`config.mk`:
```
export PLATFORM = sky130hd
export DESIGN_NAME = sdi_reclocker_control
export DESIGN_NICKNAME = d
export VERILOG_FILES = /design/src/sdi_reclock_pkg.sv /design/src/ref_tick_gen.sv /design/src/sdi_reclocker_control.sv
export SDC_FILE = /design/constraint.sdc
export NUM_CORES = 1
export LEC_CHECK = 0
export BUFFER_PORTS_ARGS = -buffer_cell sky130_fd_sc_hd__buf_2
export CORE_MARGIN = 10
export CORE_UTILIZATION = 35
export CTS_CLUSTER_SIZE = 30
export DETAILED_ROUTE_END_ITERATION = 10
export SLEW_MARGIN = 20
export SYNTH_ARGS = -nofsm -noshare
export SYNTH_HDL_FRONTEND = slang
export SYNTH_SLANG_ARGS = --single-unit
export TNS_END_PERCENT = 1
```
`constraint.sdc`:
```
create_clock -name clk_i -period 6.08 [get_ports clk_i]
set_input_delay 0.304 -clock clk_i [delete_from_list [all_inputs] [get_ports clk_i]]
set_output_delay 0.304 -clock clk_i [all_outputs]
set_load 0.05 [all_outputs]
```
`src/sdi_reclock_pkg.sv`:
```
// Constants, codes and timing counts shared by the reclocker control block.
package sdi_reclock_pkg;

  // ****************************************************************
  // Clocking and timing
  // ****************************************************************
  // The system clock and the reference are both whole MHz figures.
  // This lets the reference enable come from an exact phase accumulator.
  localparam int CLK_MHZ        = 100;
  localparam int REF_MHZ        = 27;
  localparam int REF_PERIOD_NS  = 37;
  localparam logic [6:0] REF_INC = 7'(REF_MHZ);
  localparam logic [6:0] REF_MOD = 7'(CLK_MHZ);

  // Longest time from a change on the serial input to lock being dropped.
  localparam int LOSS_TIME_US   = 1000;
  // Cycles spent after the timeout: reference enable wait and registers.
  localparam int LOSS_MARGIN    = 8;
  localparam int LOSS_CYCLES    = LOSS_TIME_US * CLK_MHZ - LOSS_MARGIN;
  localparam int LOSS_CNT_W     = 17;

  // Reference periods the loop must hold steady before lock is shown.
  localparam logic [3:0] SETTLE_TICKS = 4'hf;

  // ****************************************************************
  // Rate selection codes and detected rate classes
  // ****************************************************************
  localparam logic [1:0] RSEL_AUTO = 2'h0;
  localparam logic [1:0] RSEL_SD   = 2'h1;
  localparam logic [1:0] RSEL_HD   = 2'h2;
  localparam logic [1:0] RSEL_TEST = 2'h3;

  typedef enum logic [2:0] {
    DET_NONE = 3'b000,
    DET_143  = 3'b001,
    DET_270  = 3'b010,
    DET_1483 = 3'b011,
    DET_1485 = 3'b100,
    DET_177  = 3'b101,
    DET_360  = 3'b110,
    DET_540  = 3'b111
  } det_rate_t;

  typedef enum logic [1:0] {
    LK_IDLE   = 2'b00,
    LK_SETTLE = 2'b01,
    LK_LOCKED = 2'b10
  } lock_state_t;

  // ****************************************************************
  // Control pins: index in the synchroniser vector and pull levels
  // ****************************************************************
  localparam int PIN_RSEL0  = 0;
  localparam int PIN_RSEL1  = 1;
  localparam int PIN_MUTE_N = 2;
  localparam int PIN_BYPASS = 3;
  localparam int PIN_AUXSEL = 4;
  localparam int PIN_COUNT  = 5;
  // Only the active-low mute pin is pulled up; all others are pulled down.
  localparam logic [4:0] PIN_PULL = 5'h04;

  // ****************************************************************
  // Register map
  // ****************************************************************
  localparam int ADDR_W = 4;
  localparam logic [3:0]  REG_CTRL     = 4'h0;
  localparam logic [3:0]  REG_STATUS   = 4'h4;
  localparam logic [31:0] CTRL_RESET   = 32'h0000_0000;
  localparam int CTRL_FORCE_MUTE   = 0;
  localparam int CTRL_FORCE_BYPASS = 1;
  localparam int ST_LOCK    = 0;
  localparam int ST_STD     = 1;
  localparam int ST_BYPASS  = 2;
  localparam int ST_MUTE    = 3;
  localparam int ST_TEST    = 4;
  localparam int ST_AUXCLK  = 5;
  localparam int ST_RSEL    = 8;
  localparam int ST_DET     = 12;

endpackage : sdi_reclock_pkg

```
`src/ref_tick_gen.sv`:
```
// Reference-rate enable generator: one-cycle pulses at the reference rate.
`timescale 1ns/1ps
module ref_tick_gen (
  input  wire logic clk_i,
  input  wire logic rst_i,
  output logic      ref_tick_o
);

  logic [6:0] acc;
  logic [7:0] sum;
  logic       wrap;

  // ****************************************************************
  // Phase accumulator
  // ****************************************************************
  // Adds the reference figure each cycle; a wrap past the clock figure
  // marks one reference period, so the mean rate is exact.
  assign sum  = {1'b0, acc} + {1'b0, sdi_reclock_pkg::REF_INC};
  assign wrap = (sum >= {1'b0, sdi_reclock_pkg::REF_MOD});

  // Accumulator and registered tick.
  always_ff @(posedge clk_i) begin
    if (rst_i) begin
      acc        <= 7'h00;
      ref_tick_o <= 1'b0;
    end else begin
      acc        <= wrap ? 7'(sum - {1'b0, sdi_reclock_pkg::REF_MOD}) : sum[6:0];
      ref_tick_o <= wrap;
    end
  end

endmodule : ref_tick_gen

```
`src/sdi_reclocker_control.sv`:
```
// Control and indicator logic of a serial video reclocker with a Wishbone slave.
//
// Functional notes
// - Selection 00 means automatic rate detection; 143 Mbps accepted only there.
// - Selection 01 fixes the 270 Mbps rate, also for transport streams.
// - Both rate selection pins read low unless driven high.
// - The rate selection input can also put the device into test mode.
// - Transport streams at 270 Mbps retime; automatic mode accepts all supported rates.
// - Lock indicator high only with input data present and loop locked.
// - Mute input low silences all serial outputs, overriding bypass and lock.
// - Mute input reads high, outputs enabled, when undriven.
// - Bypass input high passes data unretimed, even when locked.
// - Bypass input low bypasses automatically when unlocked or rate unsupported.
// - Bypass input reads low when undriven: automatic bypass by default.
// - Rate flag high for 270 or 143 Mbps, low for HD rates.
// - Rate flag registered on the reference; forced low while unlocked.
// - Rate flag settles one reference period after lock changes.
// - A change on the serial input drops lock within 1 ms.
// - Aux select high gives recovered clock on aux output, low gives data.
// - Aux select reads low when undriven: aux carries second data copy.
// - Aux output muted when it carries clock and the device bypasses.
// - Never lock to 177, 360 or 540 Mbps; stay unlocked and bypass.
// - Lock acquired within 10 ms typical, 16 ms at most, automatic mode.
//
// Design decisions made here: the register offsets and the Wishbone interface to the registers.
`timescale 1ns/1ps
module sdi_reclocker_control #(
  parameter int LOSS_CYCLES = sdi_reclock_pkg::LOSS_CYCLES
) (
  input  wire logic        clk_i,
  input  wire logic        rst_i,
  // Wishbone classic slave.
  input  wire logic        wb_cyc_i,
  input  wire logic        wb_stb_i,
  input  wire logic        wb_we_i,
  input  wire logic [3:0]  wb_adr_i,
  input  wire logic [3:0]  wb_sel_i,
  input  wire logic [31:0] wb_dat_i,
  output logic [31:0]      wb_dat_o,
  output logic             wb_ack_o,
  // Control pins: level and whether anything outside drives it.
  input  wire logic [1:0]  rate_sel_i,
  input  wire logic [1:0]  rate_sel_drv_i,
  input  wire logic        mute_n_i,
  input  wire logic        mute_n_drv_i,
  input  wire logic        bypass_i,
  input  wire logic        bypass_drv_i,
  input  wire logic        aux_clock_select_i,
  input  wire logic        aux_clock_select_drv_i,
  // Clock recovery loop and serial input.
  input  wire logic        pll_locked_i,
  input  wire logic [2:0]  detected_rate_i,
  input  wire logic        serial_video_in_i,
  input  wire logic        bit_strobe_i,
  input  wire logic        recovered_clk_i,
  // Serial outputs and indicators.
  output logic             primary_serial_out_o,
  output logic             aux_serial_out_o,
  output logic             primary_mute_o,
  output logic             aux_mute_o,
  output logic             reclock_bypass_o,
  output logic             lock_indicator_o,
  output logic             std_rate_flag_o,
  output logic             test_mode_o
);

  // ****************************************************************
  // Reference enable
  // ****************************************************************
  logic ref_tick;

  // Generated from the system clock at the 27 MHz reference rate, one pulse per reference period.
  ref_tick_gen u_ref_tick (
    .clk_i      (clk_i),
    .rst_i      (rst_i),
    .ref_tick_o (ref_tick)
  );

  // ****************************************************************
  // Control pins: pull resolution and synchronisers
  // ****************************************************************
  localparam int NP = sdi_reclock_pkg::PIN_COUNT;
  wire  [NP-1:0] pin_val;
  wire  [NP-1:0] pin_drv;
  wire  [NP-1:0] pin_level;
  logic [NP-1:0] sync_a;
  logic [NP-1:0] sync_b;
  logic [NP-1:0] pin_ref;

  assign pin_val = {aux_clock_select_i, bypass_i, mute_n_i, rate_sel_i};
  assign pin_drv = {aux_clock_select_drv_i, bypass_drv_i, mute_n_drv_i, rate_sel_drv_i};

  // An undriven pin takes its internal pull level.
  generate
    for (genvar p = 0; p < NP; p++) begin : g_pin
      assign pin_level[p] = pin_drv[p] ? pin_val[p] : sdi_reclock_pkg::PIN_PULL[p];

      // Two-stage synchroniser, then taken on the reference enable.
      always_ff @(posedge clk_i) begin
        if (rst_i) begin
          sync_a[p]  <= sdi_reclock_pkg::PIN_PULL[p];
          sync_b[p]  <= sdi_reclock_pkg::PIN_PULL[p];
          pin_ref[p] <= sdi_reclock_pkg::PIN_PULL[p];
        end else begin
          sync_a[p] <= pin_level[p];
          sync_b[p] <= sync_a[p];
          if (ref_tick) begin
            pin_ref[p] <= sync_b[p];
          end
        end
      end
    end
  endgenerate

  wire [1:0] rate_sel;
  wire       mute_pin_n;
  wire       bypass_pin;
  wire       aux_clk_mode;

  assign rate_sel     = {pin_ref[sdi_reclock_pkg::PIN_RSEL1], pin_ref[sdi_reclock_pkg::PIN_RSEL0]};
  assign mute_pin_n   = pin_ref[sdi_reclock_pkg::PIN_MUTE_N];
  assign bypass_pin   = pin_ref[sdi_reclock_pkg::PIN_BYPASS];
  assign aux_clk_mode = pin_ref[sdi_reclock_pkg::PIN_AUXSEL];

  // ****************************************************************
  // Software control register
  // ****************************************************************
  logic [31:0] ctrl;
  wire         force_mute;
  wire         force_bypass;

  assign force_mute   = ctrl[sdi_reclock_pkg::CTRL_FORCE_MUTE];
  assign force_bypass = ctrl[sdi_reclock_pkg::CTRL_FORCE_BYPASS];

  // ****************************************************************
  // Rate acceptance
  // ****************************************************************
  sdi_reclock_pkg::det_rate_t det_rate;
  sdi_reclock_pkg::det_rate_t det_prev;
  logic rate_ok;
  logic rate_is_sd;

  assign det_rate = sdi_reclock_pkg::det_rate_t'(detected_rate_i);

  // Which detected rates the current selection accepts. Rates of 177,
  // 360 and 540 Mbps and an absent rate are never accepted.
  always_comb begin
    rate_ok = 1'b0;
    case (rate_sel)
      sdi_reclock_pkg::RSEL_AUTO: begin
        rate_ok = (det_rate == sdi_reclock_pkg::DET_143) ||
                  (det_rate == sdi_reclock_pkg::DET_270) ||
                  (det_rate == sdi_reclock_pkg::DET_1483) ||
                  (det_rate == sdi_reclock_pkg::DET_1485);
      end
      sdi_reclock_pkg::RSEL_SD: begin
        rate_ok = (det_rate == sdi_reclock_pkg::DET_270);
      end
      sdi_reclock_pkg::RSEL_HD, sdi_reclock_pkg::RSEL_TEST: begin
        rate_ok = (det_rate == sdi_reclock_pkg::DET_1483) ||
                  (det_rate == sdi_reclock_pkg::DET_1485);
      end
      default: begin
        rate_ok = 1'b0;
      end
    endcase
  end

  // Standard-definition class of the detected rate.
  assign rate_is_sd = (det_rate == sdi_reclock_pkg::DET_143) ||
                      (det_rate == sdi_reclock_pkg::DET_270);

  // Code 11 also raises the test mode indication.
  assign test_mode_o = (rate_sel == sdi_reclock_pkg::RSEL_TEST);

  // ****************************************************************
  // Signal presence
  // ****************************************************************
  logic                                   serial_prev;
  logic [sdi_reclock_pkg::LOSS_CNT_W-1:0] idle_cnt;
  wire                                    idle_max;
  wire                                    signal_present;

  assign idle_max       = (idle_cnt >= sdi_reclock_pkg::LOSS_CNT_W'(LOSS_CYCLES));
  assign signal_present = !idle_max;

  // Any transition restarts the count; a stalled input is lost in time
  // for lock to drop inside the longest allowed interval.
  always_ff @(posedge clk_i) begin
    if (rst_i) begin
      serial_prev <= 1'b0;
      idle_cnt    <= '0;
    end else begin
      serial_prev <= serial_video_in_i;
      if (serial_video_in_i != serial_prev) begin
        idle_cnt <= '0;
      end else if (!idle_max) begin
        idle_cnt <= idle_cnt + 1'b1;
      end
    end
  end

  // ****************************************************************
  // Lock qualification
  // ****************************************************************
  sdi_reclock_pkg::lock_state_t lock_state;
  sdi_reclock_pkg::lock_state_t next_lock_state;
  logic [3:0] settle_cnt;
  logic [3:0] next_settle_cnt;
  wire        lock_good;
  wire        rate_changed;

  // Lock needs data, a locked loop and an accepted rate.
  assign lock_good    = pll_locked_i && signal_present && rate_ok;
  assign rate_changed = (det_rate != det_prev);

  // The settle wait is a few reference periods, far inside the
  // acquisition bound, so it only filters loop chatter.
  always_comb begin
    next_lock_state = lock_state;
    next_settle_cnt = settle_cnt;
    case (lock_state)
      sdi_reclock_pkg::LK_IDLE: begin
        next_settle_cnt = 4'h0;
        if (lock_good) begin
          next_lock_state = sdi_reclock_pkg::LK_SETTLE;
        end
      end
      sdi_reclock_pkg::LK_SETTLE: begin
        if (!lock_good || rate_changed) begin
          next_lock_state = sdi_reclock_pkg::LK_IDLE;
        end else if (settle_cnt == sdi_reclock_pkg::SETTLE_TICKS) begin
          next_lock_state = sdi_reclock_pkg::LK_LOCKED;
        end else begin
          next_settle_cnt = settle_cnt + 4'h1;
        end
      end
      sdi_reclock_pkg::LK_LOCKED: begin
        if (!lock_good || rate_changed) begin
          next_lock_state = sdi_reclock_pkg::LK_IDLE;
        end
      end
      default: begin
        next_lock_state = sdi_reclock_pkg::LK_IDLE;
      end
    endcase
  end

  // Lock state advances on the reference enable only.
  always_ff @(posedge clk_i) begin
    if (rst_i) begin
      lock_state <= sdi_reclock_pkg::LK_IDLE;
      settle_cnt <= 4'h0;
      det_prev   <= sdi_reclock_pkg::DET_NONE;
    end else if (ref_tick) begin
      lock_state <= next_lock_state;
      settle_cnt <= next_settle_cnt;
      det_prev   <= det_rate;
    end
  end

  assign lock_indicator_o = (lock_state == sdi_reclock_pkg::LK_LOCKED);

  // ****************************************************************
  // Rate flag
  // ****************************************************************
  // Registered on the reference, so it follows lock one period later;
  // while unlocked it reads the HD level.
  always_ff @(posedge clk_i) begin
    if (rst_i) begin
      std_rate_flag_o <= 1'b0;
    end else if (ref_tick) begin
      std_rate_flag_o <= lock_indicator_o && rate_is_sd;
    end
  end

  // ****************************************************************
  // Mute and bypass decisions
  // ****************************************************************
  wire muted;
  wire bypass;
  wire aux_muted;

  // Mute overrides everything.
  assign muted  = !mute_pin_n || force_mute;
  // Forced bypass, or automatic bypass whenever not locked.
  assign bypass = bypass_pin || force_bypass || !lock_indicator_o;
  // In clock mode the aux output also goes quiet in bypass.
  assign aux_muted = muted || (aux_clk_mode && bypass);

  assign primary_mute_o   = muted;
  assign aux_mute_o       = aux_muted;
  assign reclock_bypass_o = bypass;

  // ****************************************************************
  // Serial data path
  // ****************************************************************
  logic retimed;

  // Retiming samples the input at the recovered bit centre.
  always_ff @(posedge clk_i) begin
    if (rst_i) begin
      retimed <= 1'b0;
    end else if (bit_strobe_i) begin
      retimed <= serial_video_in_i;
    end
  end

  wire data_sel;

  // Bypass hands the raw input through; otherwise retimed data.
  assign data_sel = bypass ? serial_video_in_i : retimed;

  // Output registers; a muted output rests low.
  always_ff @(posedge clk_i) begin
    if (rst_i) begin
      primary_serial_out_o <= 1'b0;
      aux_serial_out_o     <= 1'b0;
    end else begin
      primary_serial_out_o <= muted ? 1'b0 : data_sel;
      if (aux_muted) begin
        aux_serial_out_o <= 1'b0;
      end else begin
        aux_serial_out_o <= aux_clk_mode ? recovered_clk_i : data_sel;
      end
    end
  end

  // ****************************************************************
  // Wishbone slave
  // ****************************************************************
  wire        wb_hit;
  wire        sel_ctrl;
  wire        sel_status;
  wire [31:0] status_word;
  wire [31:0] rd_word;

  assign wb_hit     = wb_cyc_i && wb_stb_i && !wb_ack_o;
  assign sel_ctrl   = (wb_adr_i == sdi_reclock_pkg::REG_CTRL);
  assign sel_status = (wb_adr_i == sdi_reclock_pkg::REG_STATUS);

  // Status gathers the block's live state; unused bits read zero.
  assign status_word = {17'h0_0000,
                        det_rate,
                        2'h0,
                        rate_sel,
                        2'h0,
                        aux_clk_mode,
                        test_mode_o,
                        muted,
                        bypass,
                        std_rate_flag_o,
                        lock_indicator_o};

  assign rd_word = sel_ctrl   ? ctrl :
                   sel_status ? status_word : 32'h0000_0000;

  // One wait state: ack a cycle after the request, then drop it. Writes
  // to the low byte of the control word land on the acked edge only.
  always_ff @(posedge clk_i) begin
    if (rst_i) begin
      wb_ack_o <= 1'b0;
      wb_dat_o <= 32'h0000_0000;
    end else begin
      wb_ack_o <= wb_hit;
      wb_dat_o <= (wb_hit && !wb_we_i) ? rd_word : 32'h0000_0000;
    end
  end

  // Control word update.
  always_ff @(posedge clk_i) begin
    if (rst_i) begin
      ctrl <= sdi_reclock_pkg::CTRL_RESET;
    end else if (wb_cyc_i && wb_stb_i && wb_ack_o && wb_we_i && sel_ctrl && wb_sel_i[0]) begin
      ctrl <= {30'h0000_0000, wb_dat_i[1:0]};
    end
  end

endmodule : sdi_reclocker_control

```
# Yosys cells after proc, flatten, opt, wreduce, memory -nomap -nowiden
# Index checks and enable logic that the tools add are counted.
# totals
ff_bits	68
input_bits	62
output_inout_bits	41
wordCells	118
# op_classes
eq_ne	18
mux	14
n_lt_le_gt_ge	2
reduce_logical	43
n_bitwise	7
addsub	4
# op_table
cell	count
OR reduction 2 bit	10
adder 17 x 1 -> 17 bit, second input constant	1
>= comparator 17 bit, second input constant	1
two-way mux 2 bit	6
logical AND 1 bit	11
logical OR 1 bit	9
adder 7 x 5 -> 8 bit, second input constant	1
>= comparator 8 x 7 -> 1 bit, second input constant	1
two-way mux 4 bit	2
case mux 4 bit (2 select lines)	1
AND reduction 4 bit	2
two-way mux 7 bit	1
inverter 1 bit	7
subtractor 7 bit, second input constant	1
== test 2 bit, second input constant	3
== test 3 x 2 -> 1 bit, second input constant	2
logical NOT 1 bit	6
inequality test 2 bit, second input constant	3
case mux 2 bit (3 select lines)	1
adder 4 x 1 -> 4 bit, second input constant	1
== test 2 x 1 -> 1 bit, second input constant	2
== test 4 x 3 -> 1 bit, second input constant	1
== test 4 bit, second input constant	1
logical NOT 2 bit	2
11 further kinds	12

# Longest topological paths before layout
# Gate-level depths: netlist of the first run.
# logic_depth
ltp_word	10
ltp_mapped	11
ltp_nobuf	11

# Hierarchy
# From an unflattened synthesis of the first run, not the netlist that was laid out.
# unflattened
hier_cells	360
area_unflattened_um2	3339.5
# modules_own_cells
mod	seq_area_each_um2	n_inst	area_each_um2	cells_each
sdi_reclocker_control	1201.2	1	2735.1	291
ref_tick_gen	160.2	1	604.3	69

# Least setup slack after synthesis of the first run
# No wires, ideal clock.
# synth_timing
path_type	flip-flop to flip-flop
from	reg u_ref_tick.acc[0]
to	reg u_ref_tick.acc[3]
path_buffers	0
arrival_time_ns	2.058
period_less_slack_ns	2.185
setup_slack_ns	3.895
setup_time_ns	0.128
stages_incl_launch_ff	12
required_ns	5.952
path_cell_list	dfxtp_1 -> inv_1 -> ha_1 -> xor2_1 -> inv_1 -> ha_1 -> nand2_1 -> nand2_1 -> o311a_1 -> nor3_2 -> mux2i_1 -> nor2_1
# synth_via
elab_chain_cells	3
word_cells_on_any_way	4
cone_classes	2 x add/sub; 1 x order compare; 1 x mux
# synth_rtl
element	line_no	source
start: declaration	ref_tick_gen.sv:9	logic [6:0] acc;
start signal: assignment	ref_tick_gen.sv:27	acc <= wrap ? 7'(sum - {1'b0, sdi_reclock_pkg::REF_MOD}) : sum[6:0];
adder 7 x 5 -> 8 bit *	ref_tick_gen.sv:18	assign sum = {1'b0, acc} + {1'b0, sdi_reclock_pkg::REF_INC};
named net u_ref_tick.sum[0]	ref_tick_gen.sv:10	logic [7:0] sum;
subtractor 7 bit or >= comparator 8 x 7 -> 1 bit (tied branches)	ref_tick_gen.sv:27, ref_tick_gen.sv:19	
two-way mux 7 bit *	ref_tick_gen.sv:27	
# Mark *: on every way through the listed nets, which the timed path passes. The rest lies on a longest branch.
# A chain may end at the register's enable or synchronous reset.

# Worst setup path in the final report of the first run
# Same ends and word-level chain as after synthesis.

==> flow_metrics.tcl, run 1 <==
set metrics [dict create \
    yosysSeqAreaShare_pct 43.98 \
    insertedDiodeCount 0 \
    status "finished, final reports clean" \
    clock_sinks 68 \
    layout-drive-gt1-share_pct 19.13 \
    die_y_um 114.0 \
    grt_max_degree 36 \
    hpwl_um 4583 \
    hold_depth 2 \
    grt_pass1_vias 2181 \
    dieArea_sq_um 13010 \
    synth.distinct_cells 50 \
    drcViolationCount 0 \
    rows 34 \
    worstPathCellList "inv_1 -> ha_1 -> xor2_1 -> inv_1 -> ha_1 -> nand2_1 -> nand2_1 -> o311a_1 -> nor3_2 -> mux2i_1 -> nor2_1" \
    setup_violations 0 \
    synth_top_area_share_pct 43.98 \
    yosys-top-cells-area "dfxtp_1 44%, buf_4 5.3%, nor2_1 5.2%" \
    yosysMostFrequentCell "dfxtp_1" \
    cp.buffers_inverters 2 \
    synth_common_cells "68 x dfxtp_1, 43 x nor2_1, 22 x buf_4" \
    nets 456 \
    p_sw_mw 0.3281 \
    critPathKind "reg2reg" \
    ir_drop_mv 0.2053 \
    final_hold_viol_count 0 \
    cp_top_family "simple AND/OR/NAND/NOR gates" \
    clk_latency_ns 0.35 \
    numCtsBuffers 9 \
    ctsHtreeMaxLevel 3 \
    ys_ff_latch 68 \
    port_buffers 48 \
    slowest_delay_ns 0.37 \
    ant_nets 0 \
    worst_pin_slew_ns 0.7269 \
    initial_utilization_pct 35.67 \
    finalSetupTns_ns 0 \
    finalMaxSlewViolations 0 \
    hold_path_class "in2reg" \
    yosys_warnings 0 \
    track_usage_pct 9.702 \
    clockRootBuffer "clkbuf_8" \
    worstRegToRegCells 11 \
    ys_dominant_reg_cell "dfxtp_1" \
    swShare_pct 30.02 \
    cts_tree "yes" \
    syn_inst 340 \
    cp_data_arrival_time_ns 2.65 \
    vias 2322 \
    power.share.sequential_pct 45.8 \
    postCtsResizedCells 0 \
    synth_top_area_cell "dfxtp_1" \
    avgSynthCellArea_sq_um 9.104 \
    drt-initial-drc-count 94 \
    fin_skew_ns 0.006803 \
    p_leak_nw 1.537 \
    drv_cap 0 \
    antenna_found_initial 0 \
    powerDensity_nw_per_um2 309.1 \
    syn_area_sq_um 3095 \
    gr-total-overflow 0 \
    fmax_mhz 410.2 \
    viasPerCell 4.644 \
    ctsLongestPathBuffers 2 \
    cp_slowest_cell "dfxtp_1" \
    place_congestion 0.8100 \
    async_flop_share_pct 0 \
    post_cts_buffers 0 \
    slew_headroom_pct 51.17 \
    drt-total-wl_um 6147 \
    p_comb_share_pct 20.3 \
    worst_hold_slack_ns 0.1389 \
    area.growth.synth_to_final_pct 14.23 \
    fp.coreArea_sq_um 8678 \
    wl_per_cell_um 12.29 \
    p_int_mw 0.7649 \
    cp-end-kind "flop" \
    worstPathRequired_ns 6.29 \
    num_io_pins 103 \
    synth-edff-count 0 \
    crit_cells 11 \
    firstDrtPassIters 4 \
    p_clk_share_pct 33.8 \
    grt_setup_unrepaired "no" \
    startpoint_type "flop" \
    clk_pin_slew_worst_paths_ns 0.07 \
    dieWidth_um 114.0 \
    cp_max_fo 5 \
    cts_hold_buf 0 \
    period_minus_slack_ns 2.438 \
    grt_pass1_wl_um 10230 \
    post-route-period-util_pct 40.10 \
]
==> worst reg2reg max path: cells and delay by family (launching register included) <==
| kind | cells | cell delay [ns] |
|---|---|---|
| AOI/OAI and AO/OA | 1 | 0.32 |
| buffers and inverters | 2 | 0.15 |
| xor gates and xnor gates | 1 | 0.30 |
| DFF | 1 | 0.37 |
| and+or+nand+nor | 4 | 0.52 |
| adders and majority gates | 2 | 0.41 |
| muxes | 1 | 0.23 |
==> through the flow <==
step,total power [mW],utilization [%],cells,instance area (sq um),worst slack (ns)
4_1_cts,1.109,40.74,500,3536,3.644
3_5_place_dp,0.7333,38.42,484,3334,3.661
5_1_grt,1.158,40.74,500,3536,3.477
6_report,1.093,40.74,500,3536,3.642
3_3_place_gp,0.7275,38.42,484,3334,3.695
2_1_floorplan,0.7033,-,360,3171,3.895
==> worst paths after layout <==
path,startpoint,endpoint,slack [ns]
worst max register to register,u_ref_tick.acc[0],u_ref_tick.acc[3],3.64
worst min-delay path,mute_n_drv_i,sync_a[2],0.14
worst min register to register,sync_a[2],sync_b[2],0.41
worst max-delay path,u_ref_tick.acc[0],u_ref_tick.acc[3],3.64
==> placed cells by master, fill, tap and decap left out, types with 2 or more instances in the layout <==
cell / synthesis / routed
dfxtp_1: 68 / 68
buf_2: 1 / 48
nor2_1: 43 / 43
conb_1: 1 / 21
nand2_1: 20 / 20
and3_1: 17 / 17
mux2i_1: 16 / 16
inv_1: 13 / 13
xor2_1: 12 / 12
xnor2_1: 11 / 11
a21oi_1: 11 / 11
clkbuf_8: 0 / 11
nor3_1: 10 / 10
o21ai_0: 9 / 9
or3_1: 7 / 7
nor2b_1: 7 / 7
ha_1: 7 / 7
nand2b_1: 6 / 6
nand3_1: 6 / 6
a31oi_1: 4 / 4
nand4_1: 4 / 4
clkinv_2: 0 / 4
o211a_1: 3 / 3
or3b_1: 3 / 3
or2_2: 2 / 2
a211oi_1: 2 / 2
nor4_1: 2 / 2
nand4b_1: 2 / 2
o31ai_1: 2 / 2
and3_2: 2 / 2
==> registers in the layout, summed over array words and instances (netlist names), 2 cells and up <==
name,cells
sync_a,5
idle_cnt,17
det_prev,3
pin_ref,2
settle_cnt,4
lock_state,2
sync_b,5
wb_dat_o,11
ctrl,2
u_ref_tick.acc,7
==> cells by family (layout without fill, tap and decap cells) <==
| family | after synthesis | after routing | synth area share (%) |
|---|---|---|---|
| other | 1 | 21 | 0.1211 |
| muxes | 16 | 16 | 5.174 |
| AOI/OAI and AO/OA | 40 | 40 | 8.731 |
| adders and majority gates | 7 | 7 | 2.829 |
| and+or+nand+nor | 140 | 140 | 24.25 |
| xor gates and xnor gates | 23 | 23 | 6.508 |
| DFF | 68 | 68 | 43.98 |
| buffers and inverters | 45 | 77 | 8.407 |
==> metal layers <==
metal / part of all wire, % / global-route usage, %
met2: 49 / 15.64
met3: 4.6 / 3.780
met4: 1.9 / 4.762
met1: 44 / 10.96
met5: 0 / 0
==> power groups by stage <==
stage | combinational (mW) | clock (mW) | sequential, mW
6_report | 0.222 | 0.370 | 0.501
5_1_grt | 0.248 | 0.404 | 0.506
4_1_cts | 0.223 | 0.384 | 0.501
3_5_place_dp | 0.222 | 0 | 0.511
3_3_place_gp | 0.217 | 0 | 0.510
2_1_floorplan | 0.200 | 0 | 0.503
==> cell type report <==
type	instances	area (sq um)
fill	903	5142
multi-input combinational	247	1549
sequential	68	1361
timing repair buffer	48	240.2
clock buffer	11	151.4
tap	108	135.1
clock inverter	5	50.05
inverter	13	48.80
No activity file was read; power rests on OpenSTA's default activity.
==> inputs of run 2 (changes only) <==
==> constraint.sdc (replaced) <==
create_clock -name clk_i -period 2.4 [get_ports clk_i]
set_input_delay 0.12 -clock clk_i [delete_from_list [all_inputs] [get_ports clk_i]]
set_output_delay 0.12 -clock clk_i [all_outputs]
set_load 0.05 [all_outputs]
==> run 2 against run 1 <==
Against the previous run: sequential power is 150% higher; via count rose by 1.2%; cell count grew 2.6%; flip-flop and latch count is the same; wire length is 2.0% higher; design area rose by 4.2%; sequential share of layout area fell by 1.5 points; fmax increased by 9.1%; non-clock buffer count rose by 13; worst setup slack worse by 3.5 ns; critical path type unchanged; largest cell class unchanged.
==> flow_metrics.tcl, run 2 (synthesis results as in run 1) <==
set metrics [dict create \
    status "finished, final reports clean" \
    ctsHtreeMaxLevel 3 \
    dieArea_sq_um 13010 \
    gr-total-overflow 0 \
    layout-drive-gt1-share_pct 20.25 \
    final_common_cell "dfxtp_1" \
    clk_pin_slew_worst_paths_ns 0.07 \
    area.growth.synth_to_final_pct 19.08 \
    ctsLongestPathBuffers 2 \
    cp-end-kind "flop" \
    cp_slowest_cell "dfxtp_2" \
    final_hold_viol_count 0 \
    fillers 881 \
    grt_pass1_wl_um 10450 \
    p_int_mw 2.057 \
    p_sw_mw 0.8596 \
    post-route-period-util_pct 93.15 \
    drt-total-wl_um 6268 \
    finalPower_mw 2.916 \
    p_comb_share_pct 21.6 \
    dp_cells 488 \
    p_leak_nw 1.590 \
    grt_max_degree 25 \
    wl_per_cell_um 12.22 \
    timing.final.ws_setup_ns 0.1644 \
    critPathKind "reg2reg" \
    vias 2350 \
    powerDensity_nw_per_um2 791.2 \
    firstDrtPassIters 4 \
    worstPathCellList "inv_1 -> ha_1 -> xor2_2 -> inv_1 -> ha_1 -> nand2_1 -> nand2_1 -> o311a_1 -> nor3_2 -> buf_4 -> mux2i_1 -> nor2_1" \
    dieWidth_um 114.0 \
    ant_nets 0 \
    p_clk_share_pct 35.5 \
    num_io_pins 103 \
    worst_pin_slew_ns 0.6873 \
    clock_sinks 68 \
    worstPathRequired_ns 2.63 \
    drt-initial-drc-count 81 \
    cp_top_family "adder cells" \
    regMostFlops "idle_cnt" \
    power.share.sequential_pct 42.9 \
    clk_latency_ns 0.34 \
    die_y_um 114.0 \
    period_minus_slack_ns 2.236 \
    final_cells 513 \
    antenna_found_initial 0 \
    slew_headroom_pct 53.83 \
    fmax_mhz 447.3 \
    setup_violations 0 \
    largest_reg_flops 17 \
    slowest_delay_ns 0.35 \
    drv_cap 0 \
    initial_utilization_pct 35.67 \
    swShare_pct 29.47 \
    port_buffers 48 \
    fp.coreArea_sq_um 8678 \
    cts_tree "yes" \
    hold_path_class "in2reg" \
    grt_pass1_vias 2283 \
    clockRootBuffer "clkbuf_8" \
    fin_skew_ns 0.007860 \
    drcViolationCount 0 \
    viasPerCell 4.581 \
    ir_drop_mv 0.5087 \
    drt-met1-wl_um 2805 \
    cp_data_arrival_time_ns 2.46 \
    hpwl_um 4659 \
    nets 469 \
    finalMaxSlewViolations 0 \
    routed-wl-met2_um 3115 \
    largestRegisters "idle_cnt: 17 flops, wb_dat_o: 11 flops, u_ref_tick.acc: 7 flops" \
    highest_layer "met4" \
    finalSetupTns_ns 0 \
    dp_slack_ns 0.08034 \
    cp.buffers_inverters 3 \
    layout_common_cells "67 x dfxtp_1, 48 x buf_2, 43 x nor2_1" \
    numCtsBuffers 9 \
    track_usage_pct 9.776 \
    startpoint_type "flop" \
    rows 34 \
    rrSetupSlack_ns 0.16 \
    insertedDiodeCount 0 \
    met3WireLength_um 261 \
    place_congestion 0.8180 \
    cp_max_fo 5 \
]
[run 2: cell types whose count changed in the layout (fill, tap and decap cells not counted), sizes merged]
cell	change
buf	+5
bufinv	+1
clkbuf	-1
clkinv	-3
clkinvlp	+3
dlygate4sd3	+8
[run 2: worst paths after layout]
path / start / end / depth (start not counted)
worst max-delay path: u_ref_tick.acc[0] / u_ref_tick.acc[3] / 12
worst min-delay path: aux_clock_select_i / sync_a[4] / 2
worst max register to register: u_ref_tick.acc[0] / u_ref_tick.acc[3] / 12
worst min register to register: sync_a[2] / sync_b[2] / 1
[run 2: power by group through the flow]
stage	sequential (mW)	clock [mW]	combinational (mW)
CTS	1.25	1.06	0.614
global placement	1.27	0	0.593
detailed placement	1.27	0	0.603
global route	1.26	1.11	0.704
finish	1.25	1.03	0.631
floorplan	1.27	0	0.508
[run 2: what timing repair did]
action	in CTS	in global routing
resized for setup	0	2
setup endpoints to repair	0	4
buffers inserted	0	1
hold buffers	7	1
endpoints found under the hold margin	5	1
[run 2: cell type report]
type | instances | area, sq um | area share, %
Clock inverter | 6 | 87.58 | 2.376
Timing Repair Buffer | 61 | 357.8 | 9.708
Inverter | 13 | 48.80 | 1.324
Sequential cell | 68 | 1363 | 36.97
Tap cell | 108 | 135.1 | 3.666
Multi-Input combinational cell | 247 | 1556 | 42.23
Clock buffer | 10 | 137.6 | 3.734
[run 2: through the flow]
| stage | hold WS, ns | cell area, sq um | utilization [%] |
|---|---|---|---|
| finish | 0.01544 | 3686 | 42.47 |
| global route | 0.006136 | 3686 | 42.47 |
| CTS | 0.0009772 | 3660 | 42.17 |
| detailed placement | 0.3162 | 3364 | 38.77 |
| global placement | 0.3110 | 3364 | 38.77 |
| floorplan | 0.2058 | 3171 | - |
[run 2: metal layers]
layer  track usage [%]  up-vias
met2             16.82       31
met4             4.261        0
met3             3.097       10
li1                  -     1233
met5                 0        -
met1             10.80     1076
